## config.mk

```make
export PLATFORM = sky130hd
export DESIGN_NAME = iop_core
export DESIGN_NICKNAME = d
export VERILOG_FILES = /design/src/rtl/_unused_guard.sv /design/src/rtl/iop_pkg.sv /design/src/rtl/iop_addr_if.sv /design/src/rtl/iop_addr_resolve.sv /design/src/rtl/iop_core.sv
export VERILOG_INCLUDE_DIRS = /design/src /design/src/rtl
export SDC_FILE = /design/constraint.sdc
export NUM_CORES = 1
export LEC_CHECK = 0
export CORE_UTILIZATION = 45
export CTS_BUF_LIST = sky130_fd_sc_hd__clkbuf_8
export DETAILED_ROUTE_END_ITERATION = 12
export DONT_BUFFER_PORTS = 1
export SKIP_CTS_REPAIR_TIMING = 1
export SYNTH_ARGS = -nofsm -noshare
export SYNTH_HDL_FRONTEND = slang
export SYNTH_SLANG_ARGS = --single-unit
```

## constraint.sdc

```tcl
create_clock -name clock -period 3.4 [get_ports clock]
set_input_delay 0.51 -clock clock [delete_from_list [all_inputs] [get_ports clock]]
set_output_delay 0.51 -clock clock [all_outputs]
set_load 0.005 [all_outputs]
```

## src/rtl/iop_defs.svh

```systemverilog
`ifndef IOP_DEFS_SVH
`define IOP_DEFS_SVH

// ----------------------------------------------------------------
// Widths
// ----------------------------------------------------------------
`define IOP_ADDR_W      12
`define IOP_BANK_W      4
`define IOP_DATA_W      8
`define IOP_PC_W        21
`define IOP_LIT_W       6
`define IOP_NUM_PTR     3

// ----------------------------------------------------------------
// Opcode fields
// ----------------------------------------------------------------
`define IOP_OPC_HI      15
`define IOP_OPC_LO      8
`define IOP_SEL_HI      7
`define IOP_SEL_LO      6
`define IOP_LIT_HI      5
`define IOP_LIT_LO      0
`define IOP_FILE_HI     7
`define IOP_FILE_LO     0
`define IOP_ACCESS_BIT  8
`define IOP_DEST_BIT    9
`define IOP_SUB_OPCODE  8'he9
`define IOP_SEL_RETURN  2'h3
`define IOP_FRAME_SEL   2'h2

// ----------------------------------------------------------------
// Addressing and reset values
// ----------------------------------------------------------------
`define IOP_OFFSET_MAX  8'h5f
`define IOP_ACC_LOW     4'h0
`define IOP_ACC_HIGH    4'hf
`define IOP_PTR_RESET   12'h000
`define IOP_PC_RESET    21'h000000
`define IOP_DATA_RESET  8'h00

// ----------------------------------------------------------------
// Timing: clock periods in one instruction cycle
// ----------------------------------------------------------------
`define IOP_PHASES      4
`define IOP_Q1          2'h0
`define IOP_Q2          2'h1
`define IOP_Q3          2'h2
`define IOP_Q4          2'h3

`endif

```

## src/rtl/_unused_guard.sv

```systemverilog
`timescale 1ns/1ps
`default_nettype none
`default_nettype wire

```

## src/rtl/iop_pkg.sv

```systemverilog
`default_nettype none
`include "iop_defs.svh"

package iop_pkg;

  typedef enum logic [1:0] {
    op_idle,
    op_sub,
    op_subret,
    op_file
  } iop_op_type;

  typedef logic [`IOP_NUM_PTR-1:0][`IOP_ADDR_W-1:0] iop_ptr_type;

  typedef struct packed {
    iop_op_type                op;
    logic [1:0]                phase;
    logic                      second;
    logic [1:0]                sel;
    logic [`IOP_LIT_W-1:0]     lit;
    iop_ptr_type               ptr;
    logic [`IOP_ADDR_W-1:0]    addr;
    logic                      indexed;
    logic                      dest_file;
    logic [`IOP_DATA_W-1:0]    operand;
    logic [`IOP_DATA_W-1:0]    wdata;
    logic                      mem_rd;
    logic                      mem_wr;
    logic                      wreg_wr;
    logic                      pc_load;
    logic [`IOP_PC_W-1:0]      pc;
  } iop_state_type;

endpackage : iop_pkg

`default_nettype wire

```

## src/rtl/iop_addr_if.sv

```systemverilog
`timescale 1ns/1ps
`default_nettype none
`include "iop_defs.svh"

interface iop_addr_if;
  logic [`IOP_FILE_HI:0]    file_operand;
  logic                     access;
  logic                     ext_enable;
  logic [`IOP_ADDR_W-1:0]   frame;
  logic [`IOP_BANK_W-1:0]   bank;
  logic [`IOP_ADDR_W-1:0]   eff_addr;
  logic                     indexed;

  modport resolver (
    input  file_operand,
    input  access,
    input  ext_enable,
    input  frame,
    input  bank,
    output eff_addr,
    output indexed
  );

  modport user (
    output file_operand,
    output access,
    output ext_enable,
    output frame,
    output bank,
    input  eff_addr,
    input  indexed
  );
endinterface : iop_addr_if

`default_nettype wire

```

## src/rtl/iop_addr_resolve.sv

```systemverilog
`timescale 1ns/1ps
`default_nettype none
`include "iop_defs.svh"

module iop_addr_resolve (
  iop_addr_if.resolver ar
);

  // --------------------------------------------------------------
  // Effective address
  // --------------------------------------------------------------
  logic low_operand;

  always_comb begin
    low_operand = (ar.file_operand <= `IOP_OFFSET_MAX);
    ar.indexed  = ar.ext_enable && !ar.access && low_operand;
    if (ar.indexed) begin
      // Frame of zero gives the plain low access bank
      ar.eff_addr = ar.frame + {`IOP_ACC_LOW, ar.file_operand};
    end else if (ar.access) begin
      ar.eff_addr = {ar.bank, ar.file_operand};
    end else if (low_operand) begin
      ar.eff_addr = {`IOP_ACC_LOW, ar.file_operand};
    end else begin
      // High operands stay literal in either mode
      ar.eff_addr = {`IOP_ACC_HIGH, ar.file_operand};
    end
  end

endmodule : iop_addr_resolve

`default_nettype wire

```

## src/rtl/iop_core.sv

```systemverilog
// Function
// - Pointer subtract removes 6-bit literal, no flags
// - Opcode E9h with selector; selector 3 returns
// - Frame subtract, then load PC from stack
// - Return form two cycles; plain form one
// - Extended set also enables offset addressing
// - Disabled: access bank or bank register
// - Enabled, access 0, operand <=5Fh: frame offset
// - Applies to byte/bit ops; high operands literal
// - Destination bit keeps normal meaning
// - Frame zero matches original access bank
// - Indexed read, process, write in one cycle
`timescale 1ns/1ps
`default_nettype none
`include "iop_defs.svh"

module iop_core (
  // Clock and reset
  input  wire logic                         clock,
  input  wire logic                         reset_n,
  input  wire logic                         clock_enable,
  // Configuration
  input  wire logic                         extended_enable,
  // Instruction issue
  input  wire logic                         instr_valid,
  output logic                              instr_ready,
  input  wire logic [15:0]                  instr_word,
  input  wire logic                         file_op,
  input  wire logic                         bit_op,
  // Bank select
  input  wire logic [`IOP_BANK_W-1:0]       bank_select_value,
  // Return stack and program counter
  input  wire logic [`IOP_PC_W-1:0]         return_stack_top,
  output logic                              pc_load,
  output logic [`IOP_PC_W-1:0]              pc_value,
  output logic                              stack_pop,
  // Data memory
  output logic [`IOP_ADDR_W-1:0]            mem_addr,
  output logic                              mem_read,
  output logic                              mem_write,
  output logic [`IOP_DATA_W-1:0]            mem_wdata,
  input  wire logic [`IOP_DATA_W-1:0]       mem_rdata,
  // Arithmetic unit and working register
  output logic [`IOP_DATA_W-1:0]            alu_operand,
  input  wire logic [`IOP_DATA_W-1:0]       alu_result,
  output logic                              wreg_write,
  output logic [`IOP_DATA_W-1:0]            wreg_data,
  // Pointer and status
  output iop_pkg::iop_ptr_type              indirect_pointer,
  output logic [`IOP_ADDR_W-1:0]            stack_frame_pointer,
  output logic                              indexed_access,
  output logic [1:0]                        q_phase
);

  // --------------------------------------------------------------
  // State
  // --------------------------------------------------------------
  iop_pkg::iop_state_type state;
  iop_pkg::iop_state_type next_state;

  iop_addr_if ar ();

  // --------------------------------------------------------------
  // Operand resolution
  // --------------------------------------------------------------
  // The enable is read live at every decode, so flipping it only
  // changes how the next instruction resolves; nothing is flushed.
  assign ar.file_operand = instr_word[`IOP_FILE_HI:`IOP_FILE_LO];
  assign ar.access       = instr_word[`IOP_ACCESS_BIT];
  assign ar.ext_enable   = extended_enable;
  assign ar.frame        = state.ptr[`IOP_FRAME_SEL];
  assign ar.bank         = bank_select_value;

  iop_addr_resolve u_resolve (
    .ar (ar)
  );

  // --------------------------------------------------------------
  // Decode helpers
  // --------------------------------------------------------------
  logic                    is_sub_family;
  logic [1:0]              dec_sel;
  logic [`IOP_LIT_W-1:0]   dec_lit;
  logic                    accept;

  always_comb begin
    is_sub_family = (instr_word[`IOP_OPC_HI:`IOP_OPC_LO]
                     == `IOP_SUB_OPCODE);
    dec_sel       = instr_word[`IOP_SEL_HI:`IOP_SEL_LO];
    dec_lit       = instr_word[`IOP_LIT_HI:`IOP_LIT_LO];
  end

  // Issue only at the start of an instruction cycle, never in the
  // filler cycle after a return.
  assign instr_ready = (state.phase == `IOP_Q1) && !state.second;
  assign accept      = instr_valid && instr_ready;

  // --------------------------------------------------------------
  // Next state
  // --------------------------------------------------------------
  always_comb begin
    next_state         = state;
    next_state.mem_rd  = 1'b0;
    next_state.mem_wr  = 1'b0;
    next_state.wreg_wr = 1'b0;
    next_state.pc_load = 1'b0;
    next_state.phase   = state.phase + 2'h1;

    case (state.phase)
      `IOP_Q1: begin
        if (accept) begin
          if (is_sub_family) begin
            next_state.lit = dec_lit;
            if (dec_sel == `IOP_SEL_RETURN) begin
              // Return form always works on the frame pointer
              next_state.op  = iop_pkg::op_subret;
              next_state.sel = `IOP_FRAME_SEL;
            end else begin
              next_state.op  = iop_pkg::op_sub;
              next_state.sel = dec_sel;
            end
          end else if (file_op) begin
            next_state.op        = iop_pkg::op_file;
            next_state.addr      = ar.eff_addr;
            next_state.indexed   = ar.indexed;
            // Bit ops always write the register back
            next_state.dest_file = bit_op
                                   || instr_word[`IOP_DEST_BIT];
          end else begin
            next_state.op = iop_pkg::op_idle;
          end
        end
      end

      `IOP_Q2: begin
        if (state.op == iop_pkg::op_file) begin
          next_state.mem_rd = 1'b1;
        end
      end

      `IOP_Q3: begin
        if (state.op == iop_pkg::op_file) begin
          next_state.operand = mem_rdata;
        end
      end

      `IOP_Q4: begin
        case (state.op)
          iop_pkg::op_sub: begin
            // Selector 3 never lands here; flags are not touched
            next_state.ptr[state.sel] =
              state.ptr[state.sel]
              - {{(`IOP_ADDR_W-`IOP_LIT_W){1'b0}}, state.lit};
          end
          iop_pkg::op_subret: begin
            next_state.ptr[`IOP_FRAME_SEL] =
              state.ptr[`IOP_FRAME_SEL]
              - {{(`IOP_ADDR_W-`IOP_LIT_W){1'b0}}, state.lit};
            next_state.pc      = return_stack_top;
            next_state.pc_load = 1'b1;
            next_state.second  = 1'b1;
          end
          iop_pkg::op_file: begin
            next_state.wdata = alu_result;
            if (state.dest_file) begin
              next_state.mem_wr = 1'b1;
            end else begin
              next_state.wreg_wr = 1'b1;
            end
          end
          default: begin
            next_state.op = iop_pkg::op_idle;
          end
        endcase
        next_state.op = iop_pkg::op_idle;
        // Filler cycle after a return ends here as a no-operation
        if (state.second) begin
          next_state.second = 1'b0;
        end
      end

      default: begin
        next_state.phase = `IOP_Q1;
      end
    endcase
  end

  // --------------------------------------------------------------
  // Registers
  // --------------------------------------------------------------
  always_ff @(posedge clock or negedge reset_n) begin
    if (!reset_n) begin
      state.op        <= iop_pkg::op_idle;
      state.phase     <= `IOP_Q1;
      state.second    <= 1'b0;
      state.sel       <= 2'h0;
      state.lit       <= {`IOP_LIT_W{1'b0}};
      state.ptr       <= {`IOP_NUM_PTR{`IOP_PTR_RESET}};
      state.addr      <= `IOP_PTR_RESET;
      state.indexed   <= 1'b0;
      state.dest_file <= 1'b0;
      state.operand   <= `IOP_DATA_RESET;
      state.wdata     <= `IOP_DATA_RESET;
      state.mem_rd    <= 1'b0;
      state.mem_wr    <= 1'b0;
      state.wreg_wr   <= 1'b0;
      state.pc_load   <= 1'b0;
      state.pc        <= `IOP_PC_RESET;
    end else if (clock_enable) begin
      state <= next_state;
    end
  end

  // --------------------------------------------------------------
  // Outputs
  // --------------------------------------------------------------
  // Address is held for the whole cycle so a write lands at the
  // location that was read.
  assign mem_addr            = state.addr;
  assign mem_read            = state.mem_rd;
  assign mem_write           = state.mem_wr;
  assign mem_wdata           = state.wdata;
  assign alu_operand         = state.operand;
  assign wreg_write          = state.wreg_wr;
  assign wreg_data           = state.wdata;
  assign pc_load             = state.pc_load;
  assign pc_value            = state.pc;
  assign stack_pop           = state.pc_load;
  assign indirect_pointer    = state.ptr;
  assign stack_frame_pointer = state.ptr[`IOP_FRAME_SEL];
  assign indexed_access      = state.indexed;
  assign q_phase             = state.phase;

endmodule : iop_core

`default_nettype wire

```

==> impl_results.md, run 1 <==
- # setup viols final: 0
- FILL cells: 1,397
- Critical Path Sink Type: flip-flop
- Buffers on Ports: 0
- Routed len/inst: 19.7 um
- Maxcap violations: 0
- Detail-routed via count per cell: 5.59
- Via count of the first global-routing pass: 4,099
- Largest area contributor in the netlist: dfrtp_1
- Initial antenna violation count: 0
- Synth area leaders: dfrtp_1 41%, buf_4 13%, mux2_2 10%
- Area taken by multi-input logic gates: approximately 0.0028 mm^2
- Syn nets: roughly 730
- Via count: around 4,000
- Maximum clock path buffer count: 2
- H-tree Lvls: 3
- RSZ-0062 raised after global routing: no
- CP Class: flip-flop to flip-flop
- Global route overflow: 0
- DP HPWL: ~11,000 um
- Status: complete, no violations
- IO Pins: 178
- CTS clk-pin slew, worst paths: between 100 and 150 ps
- Max Freq: approximately 0.35 GHz
- DRT antenna net count: 0
- FF+latch count, synth: 104
- Syn_area_per_cell: 10.1 um^2
- Pre-Repair DR Iteration Count: 4
- Clk sinks: between 100 and 150
- Area Overhead vs Synth: -6.42%
- Final worst path period share: 0.844
- Die Ht: approximately 120 um
- Startpoint Class: flip-flop
- Arrival @ worst endpoint: 3150 ps
- Core footprint: 0.0139 mm^2
- Final WL: around 14,000 um
- Synthesized area: ~0.0064 mm^2
- Warnings from Yosys: 0
- Slew Viols, Final: 0
- P_leak: roughly 2.7 nW
- CP Max Fanout: 7
- Clock skew: 7.46 ps
- Post-synth EDFFs: 0
- Hold Path Class: input port to asynchronous set/reset pin
- Synth Area in Compound Gates: 0.126
- Multiplexer share of the synthesized area: 0.127
- Root buffer cell: clkbuf_8
- Chip width: 121 um
- GRT Util Overall: 0.195
- Top FF cell, synth: dfrtp_1
- NumNets Final: a little over 600
- Top-area cell type share of the netlist area: 0.407
- Peak supply drop: between 0.2 and 0.3 mV
- DRC viols: 0
- Yosys cell types: between 50 and 60
- XOR/XNOR Fraction of Synth Area: 0.0288
- Post-synthesis cell count: around 630
- Fin. Hold Viols: 0
- Final Util: 0.431
- CTS tree: built
- PD cells: 681 mW/mm^2
- Share of post-route cells with drive strength above 1: 0.161
- Final GP Congestion: around 0.86
- Worst slew margin: 0.512
- Starting density of the core: 0.460
- Simple-gate portion of the synthesized area: 0.0918
- First-pass GRT wire length: 21,700 um
- Seq/Total Area, Yosys: 0.407
- Largest net degree at the start of global routing: approximately 110
- Required time of the critical path: around 3700 ps
- Worst-margin pin slew: between 700 and 800 ps
- Worst-Skew Late Latency: roughly 390 ps
- Setup TNS: 0 ps
- N_diodes: 0
- Largest family of logic cells by synthesized area: buffers and inverters
- FF+latch area: 0.00260 mm^2
- Drt initial violations: 182
- Asr flop ratio synth: 1.00
- Area of the die: 0.0147 mm^2
- # rows: between 40 and 50
- Cts bufs inserted: 9
- Post-Synth Adder-Cell Area: 0.0642
- Minimum clock period: approximately 2900 ps
==> power breakdown <==
group	total, mW	switching, mW	internal, mW
sequential	2.06	0.444	1.62
clock	0.739	0.465	0.274
combinational	1.27	0.659	0.613
==> critical path: stages (launching register included) <==
cell and delay [ps]:
dfrtp_1 530, mux2i_1 230, nor2_1 50, a21oi_1 130
ha_1 190, inv_1 60, fa_1 400, a21oi_1 200
o211ai_1 240, nor4_4 330, xnor2_1 140, mux2_2 280
==> Yosys cell counts, types with 2 or more instances <==
library cell and instances:
nand2b_1 3, nand3b_1 3, nand3_1 9, nand2_1 48, ha_1 28, and3_1 3, o2bb2ai_2 2, a211oi_1 5
o31a_1 2, o21a_1 5, inv_1 24, buf_4 109, fa_1 3, and2_1 2, a31oi_1 3, xor2_1 9
a21boi_0 4, nor3_1 8, a211o_1 3, o21ai_1 13, o2bb2ai_1 2, or3_1 2, nand4_1 2, buf_2 2
o22ai_1 2, o211ai_1 4, mux2i_1 15, o21ai_0 36, clkbuf_1 14, a21o_1 3, a21oi_1 29, a221o_1 2
nor2_1 28, mux2_1 2, dfrtp_1 104, mux2_2 57, xnor2_1 12, nor2b_1 10
==> cells by family (layout without fill, tap and decap cells) <==
logic type               count (synthesis)  count (layout)
XOR/XNOR                                21              21
AND/OR/NAND/NOR                        123             123
buffers and inverters                  151              48
flip-flops                             104             104
multiplexers                            74              74
AO/OA/AOI/OAI                          128             128
adder cells (fa/ha/maj)                 31              31
==> registers in the layout, summed over array words and instances (netlist names) <==
signal and count:
alu_operand 8, mem_write 1, indirect_pointer 24, mem_read 1, pc_value 21, indexed_access 1, mem_wdata 8, stack_frame_pointer 12
wreg_write 1, state 12, q_phase 2, pc_load 1, mem_addr 12
==> path summary, 6_finish.rpt <==
check,slack (ps),depth (start not counted),endpoint,start
max in group asynchronous,2970,1,indirect_pointer[2],reset_n
min,60,1,mem_read,reset_n
max reg2reg,530,11,indirect_pointer[10],state[98]
min reg2reg,470,1,wreg_write,state[41]
min in group clock,190,1,q_phase[0],clock_enable
max,530,11,indirect_pointer[10],state[98]
==> stage by stage <==
step | worst slack [ps] | area, um^2 | power, mW | cells | hold WS, ps
after global placement | 559 | 5770 | 3.29 | 692 | 216
after detailed placement | 547 | 5770 | 3.35 | 692 | 216
after global routing | 325 | 5980 | 4.39 | 709 | 77.5
after CTS | 500 | 5950 | 4.10 | 708 | -224
after floorplan | 674 | 6390 | 3.54 | 632 | 214
final | 531 | 5980 | 4.07 | 709 | 57.4
==> placed cells by master (no fill, tap or decap), drive strengths merged, types with 2 or more instances in the layout <==
| cell type | count |
|---|---|
| nor3 | 8 |
| a221o | 2 |
| a21oi | 29 |
| and3 | 3 |
| o21ai | 49 |
| xor2 | 9 |
| and2 | 2 |
| a21boi | 4 |
| nor2b | 10 |
| a211oi | 5 |
| xnor2 | 12 |
| a211o | 3 |
| o22ai | 2 |
| clkbuf | 9 |
| or3 | 3 |
| o21a | 5 |
| a21o | 3 |
| o31a | 2 |
| mux2 | 59 |
| a31oi | 3 |
| ha | 28 |
| nor2 | 28 |
| dfrtp | 104 |
| nand2 | 48 |
| o2bb2ai | 4 |
| a21bo | 2 |
| nand3 | 9 |
| buf | 8 |
| nand2b | 3 |
| nand3b | 3 |
| fa | 3 |
| o211ai | 4 |
| nor4 | 2 |
| clkinv | 2 |
| nand4 | 2 |
| clkinvlp | 2 |
| inv | 27 |
| mux2i | 15 |
==> per-layer routing <==
layer | part of all wire | up-vias | GRT usage
met5 | 0 | - | 0
met4 | 0.015 | 0 | 0.0818
met3 | 0.076 | 14 | 0.0493
met2 | 0.47 | 140 | 0.318
met1 | 0.44 | 1951 | 0.246
li1 | - | 1860 | -
==> final cells by class <==
type / instances / area share
Timing Repair Buffer: 8 / 0.0134
Clock buffer: 9 / 0.0207
Tap cell: 180 / 0.0377
Sequential cell: 104 / 0.435
Inverter: 24 / 0.0151
Multi-Input combinational cell: 377 / 0.469
Clock inverter: 7 / 0.00941
Power figures use the tool's default switching activity.
==> inputs of run 2 (changes only) <==
==> constraint.sdc (replaced) <==
create_clock -name clock -period 2.6 [get_ports clock]
set_input_delay 0.39 -clock clock [delete_from_list [all_inputs] [get_ports clock]]
set_output_delay 0.39 -clock clock [all_outputs]
set_load 0.005 [all_outputs]
==> impl_results.md, run 2 (synthesis gave the netlist of run 1 again) <==
- PD cells: 894 mW/mm^2 (+31%)
- Area Overhead vs Synth: -3.52%
- # setup viols final: 3 (+3)
- Minimum clock period: 2700 ps (-173 ps)
- CP Max Fanout: 4 (-3)
- Status: complete, but fails checks
- DRT antenna net count: 0 (unchanged)
- GRT Util Overall: 0.191 (-0.00418)
- First-pass GRT wire length: 21,500 um (-1.3%)
- Number of flip-flops in the largest register: 24 (unchanged)
- Maxcap violations: 0 (unchanged)
- Max Freq: 0.371 GHz (+6.4%)
- Final non-filler cell area: 0.00617 mm^2 (+3.1%)
- Placed inst area: 0.00587 mm^2 (+1.8%)
- GRT met3 Usage: 0.0630 (+0.0136)
- Setup WS post-layout: -96.5 ps (-627 ps)
- Commonest non-fill, non-tap cells in the layout: 102 x dfrtp_1, 57 x mux2_2, 48 x nand2_1, 35 x o21ai_0
- Worst-margin pin slew: 656 ps (-74.3 ps)
- Worst-Skew Late Latency: 380 ps (about the same)
- Clock skew: 9.38 ps (+1.92 ps)
- Fin Hold WS: -301 ps (-358 ps)
- Placed Instances: 705 (+1.9%)
- Area of the die: 0.0147 mm^2 (unchanged)
- Failing checks: negative hold slack, negative setup slack
- Arrival @ worst endpoint: 2960 ps (-190 ps)
- Root buffer cell: clkbuf_8
- Largest net degree at the start of global routing: 105 (unchanged)
- H-tree Lvls: 3 (unchanged)
- DRC viols: 0 (unchanged)
- # rows: 43 (unchanged)
- Max stage delay on crit path: 410 ps (-120 ps)
- Final worst path period share: 1.04 (+0.193)
- Worst r2r src: state[98]
- Peak supply drop: 0.522 mV (+78%)
- RSZ-0062 raised after global routing: yes
- Crit path launch: state[98]
- Non-filler instance count after layout: 728 (+2.7%)
- Most common cell after layout, fill and taps aside: dfrtp_1
- Worst path slowest cell: dfrtp_2
- Routed len/inst: 19.0 um (-3.7%)
- IO Pins: 178 (unchanged)
- Crit path depth: 11 (unchanged)
- Buffers on Ports: 0 (unchanged)
- Pre-Repair DR Iteration Count: 4 (unchanged)
- Fin. Hold Viols: 104 (+104)
- Met1 GRT Util: 0.257 (+0.0110)
- Share of post-route cells with drive strength above 1: 0.212 (+0.0510)
- CP Class: flip-flop to flip-flop
- Maximum clock path buffer count: 2 (unchanged)
- N_diodes: 0 (unchanged)
- Drt initial violations: 153 (-16%)
- R2R Path End: indirect_pointer[22]
- Chip width: 121 um (unchanged)
- Reg2Reg Depth: 11 (unchanged)
- P_leak: 2.82 nW (+3.9%)
- CP Capture Point: indirect_pointer[22]
- Starting density of the core: 0.460 (unchanged)
- Hold Path Class: input port to asynchronous set/reset pin
- Critical path cell sequence: mux2i_1, nor2_1, a21oi_1, ha_2, inv_2, fa_2, a21oi_2, o211ai_1, nor4_4, xnor2_2, mux2_2
- Via count of the first global-routing pass: 4,077 (-0.54%)
- Via count: 4,004 (+0.98%)
- Final WL: 13,800 um (-1.1%)
- CTS clk-pin slew, worst paths: 100 ps (about the same)
- Global route overflow: 0 (unchanged)
- CP Buf/Inv Count: 1 (unchanged)
- Cts bufs inserted: 9 (unchanged)
- Clk sinks: 104 (unchanged)
- Die Ht: 121 um (unchanged)
- Core footprint: 0.0139 mm^2 (unchanged)
- R2R Setup Slk: -100 ps (-630 ps)
- Setup TNS: -207 ps (-207 ps)
- Slew Viols, Final: 0 (unchanged)
- CTS tree: built
- Final GP Congestion: 0.914 (+6.5%)
- Detail-routed via count per cell: 5.50 (-1.7%)
- Grt peak-use layer: met2
- DP HPWL: 10,400 um (-1.4%)
- Met2 usage: 0.297 (-0.0211)
- Initial antenna violation count: 0 (unchanged)
- Required time of the critical path: 2860 ps (-820 ps)
- Worst slew margin: 0.561 (+0.0498)
- Crit path max-delay family: compound AO/OA/AOI/OAI gates
- Critical Path Sink Type: flip-flop
- NumNets Final: 638 (+3.1%)
- Startpoint Class: flip-flop
## run 2: cell count changes in the layout (fill, tap and decap cells not counted), sizes merged
cell and delta:
bufinv +1, buf +19, inv -3, clkbuf +2
## run 2: metrics by stage
stage               utilization  setup WS (ps)  total power [mW]  hold WS [ps]
floorplan                     -           15.3              4.63          94.4
global route              0.444           -178              5.92          -341
global placement          0.423           41.5              4.37          96.2
finish                    0.444          -96.5              5.51          -301
CTS                       0.438           -109              5.52          -330
detailed placement        0.423          -64.5              4.45          96.5
## run 2: metal layers
metal / share of wire / vias to the layer above
met2: 0.46 / 142
met1: 0.45 / 1957
met4: 0.010 / 0
met3: 0.076 / 17
met5: 0 / -
li1: - / 1888
## run 2: layout make-up
class / count / area (um^2)
fill: 1337 / 7710
multi-input combinational: 377 / 2840
sequential: 104 / 2610
tap: 180 / 225
timing repair buffer: 27 / 203
clock buffer: 11 / 151
inverter: 24 / 90.1
clock inverter: 5 / 55.1
## run 2: where the power goes
group / leakage [nW] / total, mW / switching (mW) / internal, mW
registers: 1.32 / 2.65 / 0.537 / 2.12
logic: 1.40 / 1.82 / 0.917 / 0.900
clock network: 0.101 / 1.04 / 0.545 / 0.494
total: 2.82 / 5.51 / 2.00 / 3.51
## run 2: worst min-delay path by stage
stage	cells after the start	slack (ps)	startpoint	endpoint
6_report	0	-300	reset_n	pc_value[20]
5_1_grt	0	-340	reset_n	alu_operand[1]
3_5_place_dp	0	100	reset_n	alu_operand[1]
2_1_floorplan	0	90	reset_n	alu_operand[0]
4_1_cts	0	-330	reset_n	pc_value[10]
3_3_place_gp	0	100	reset_n	alu_operand[1]
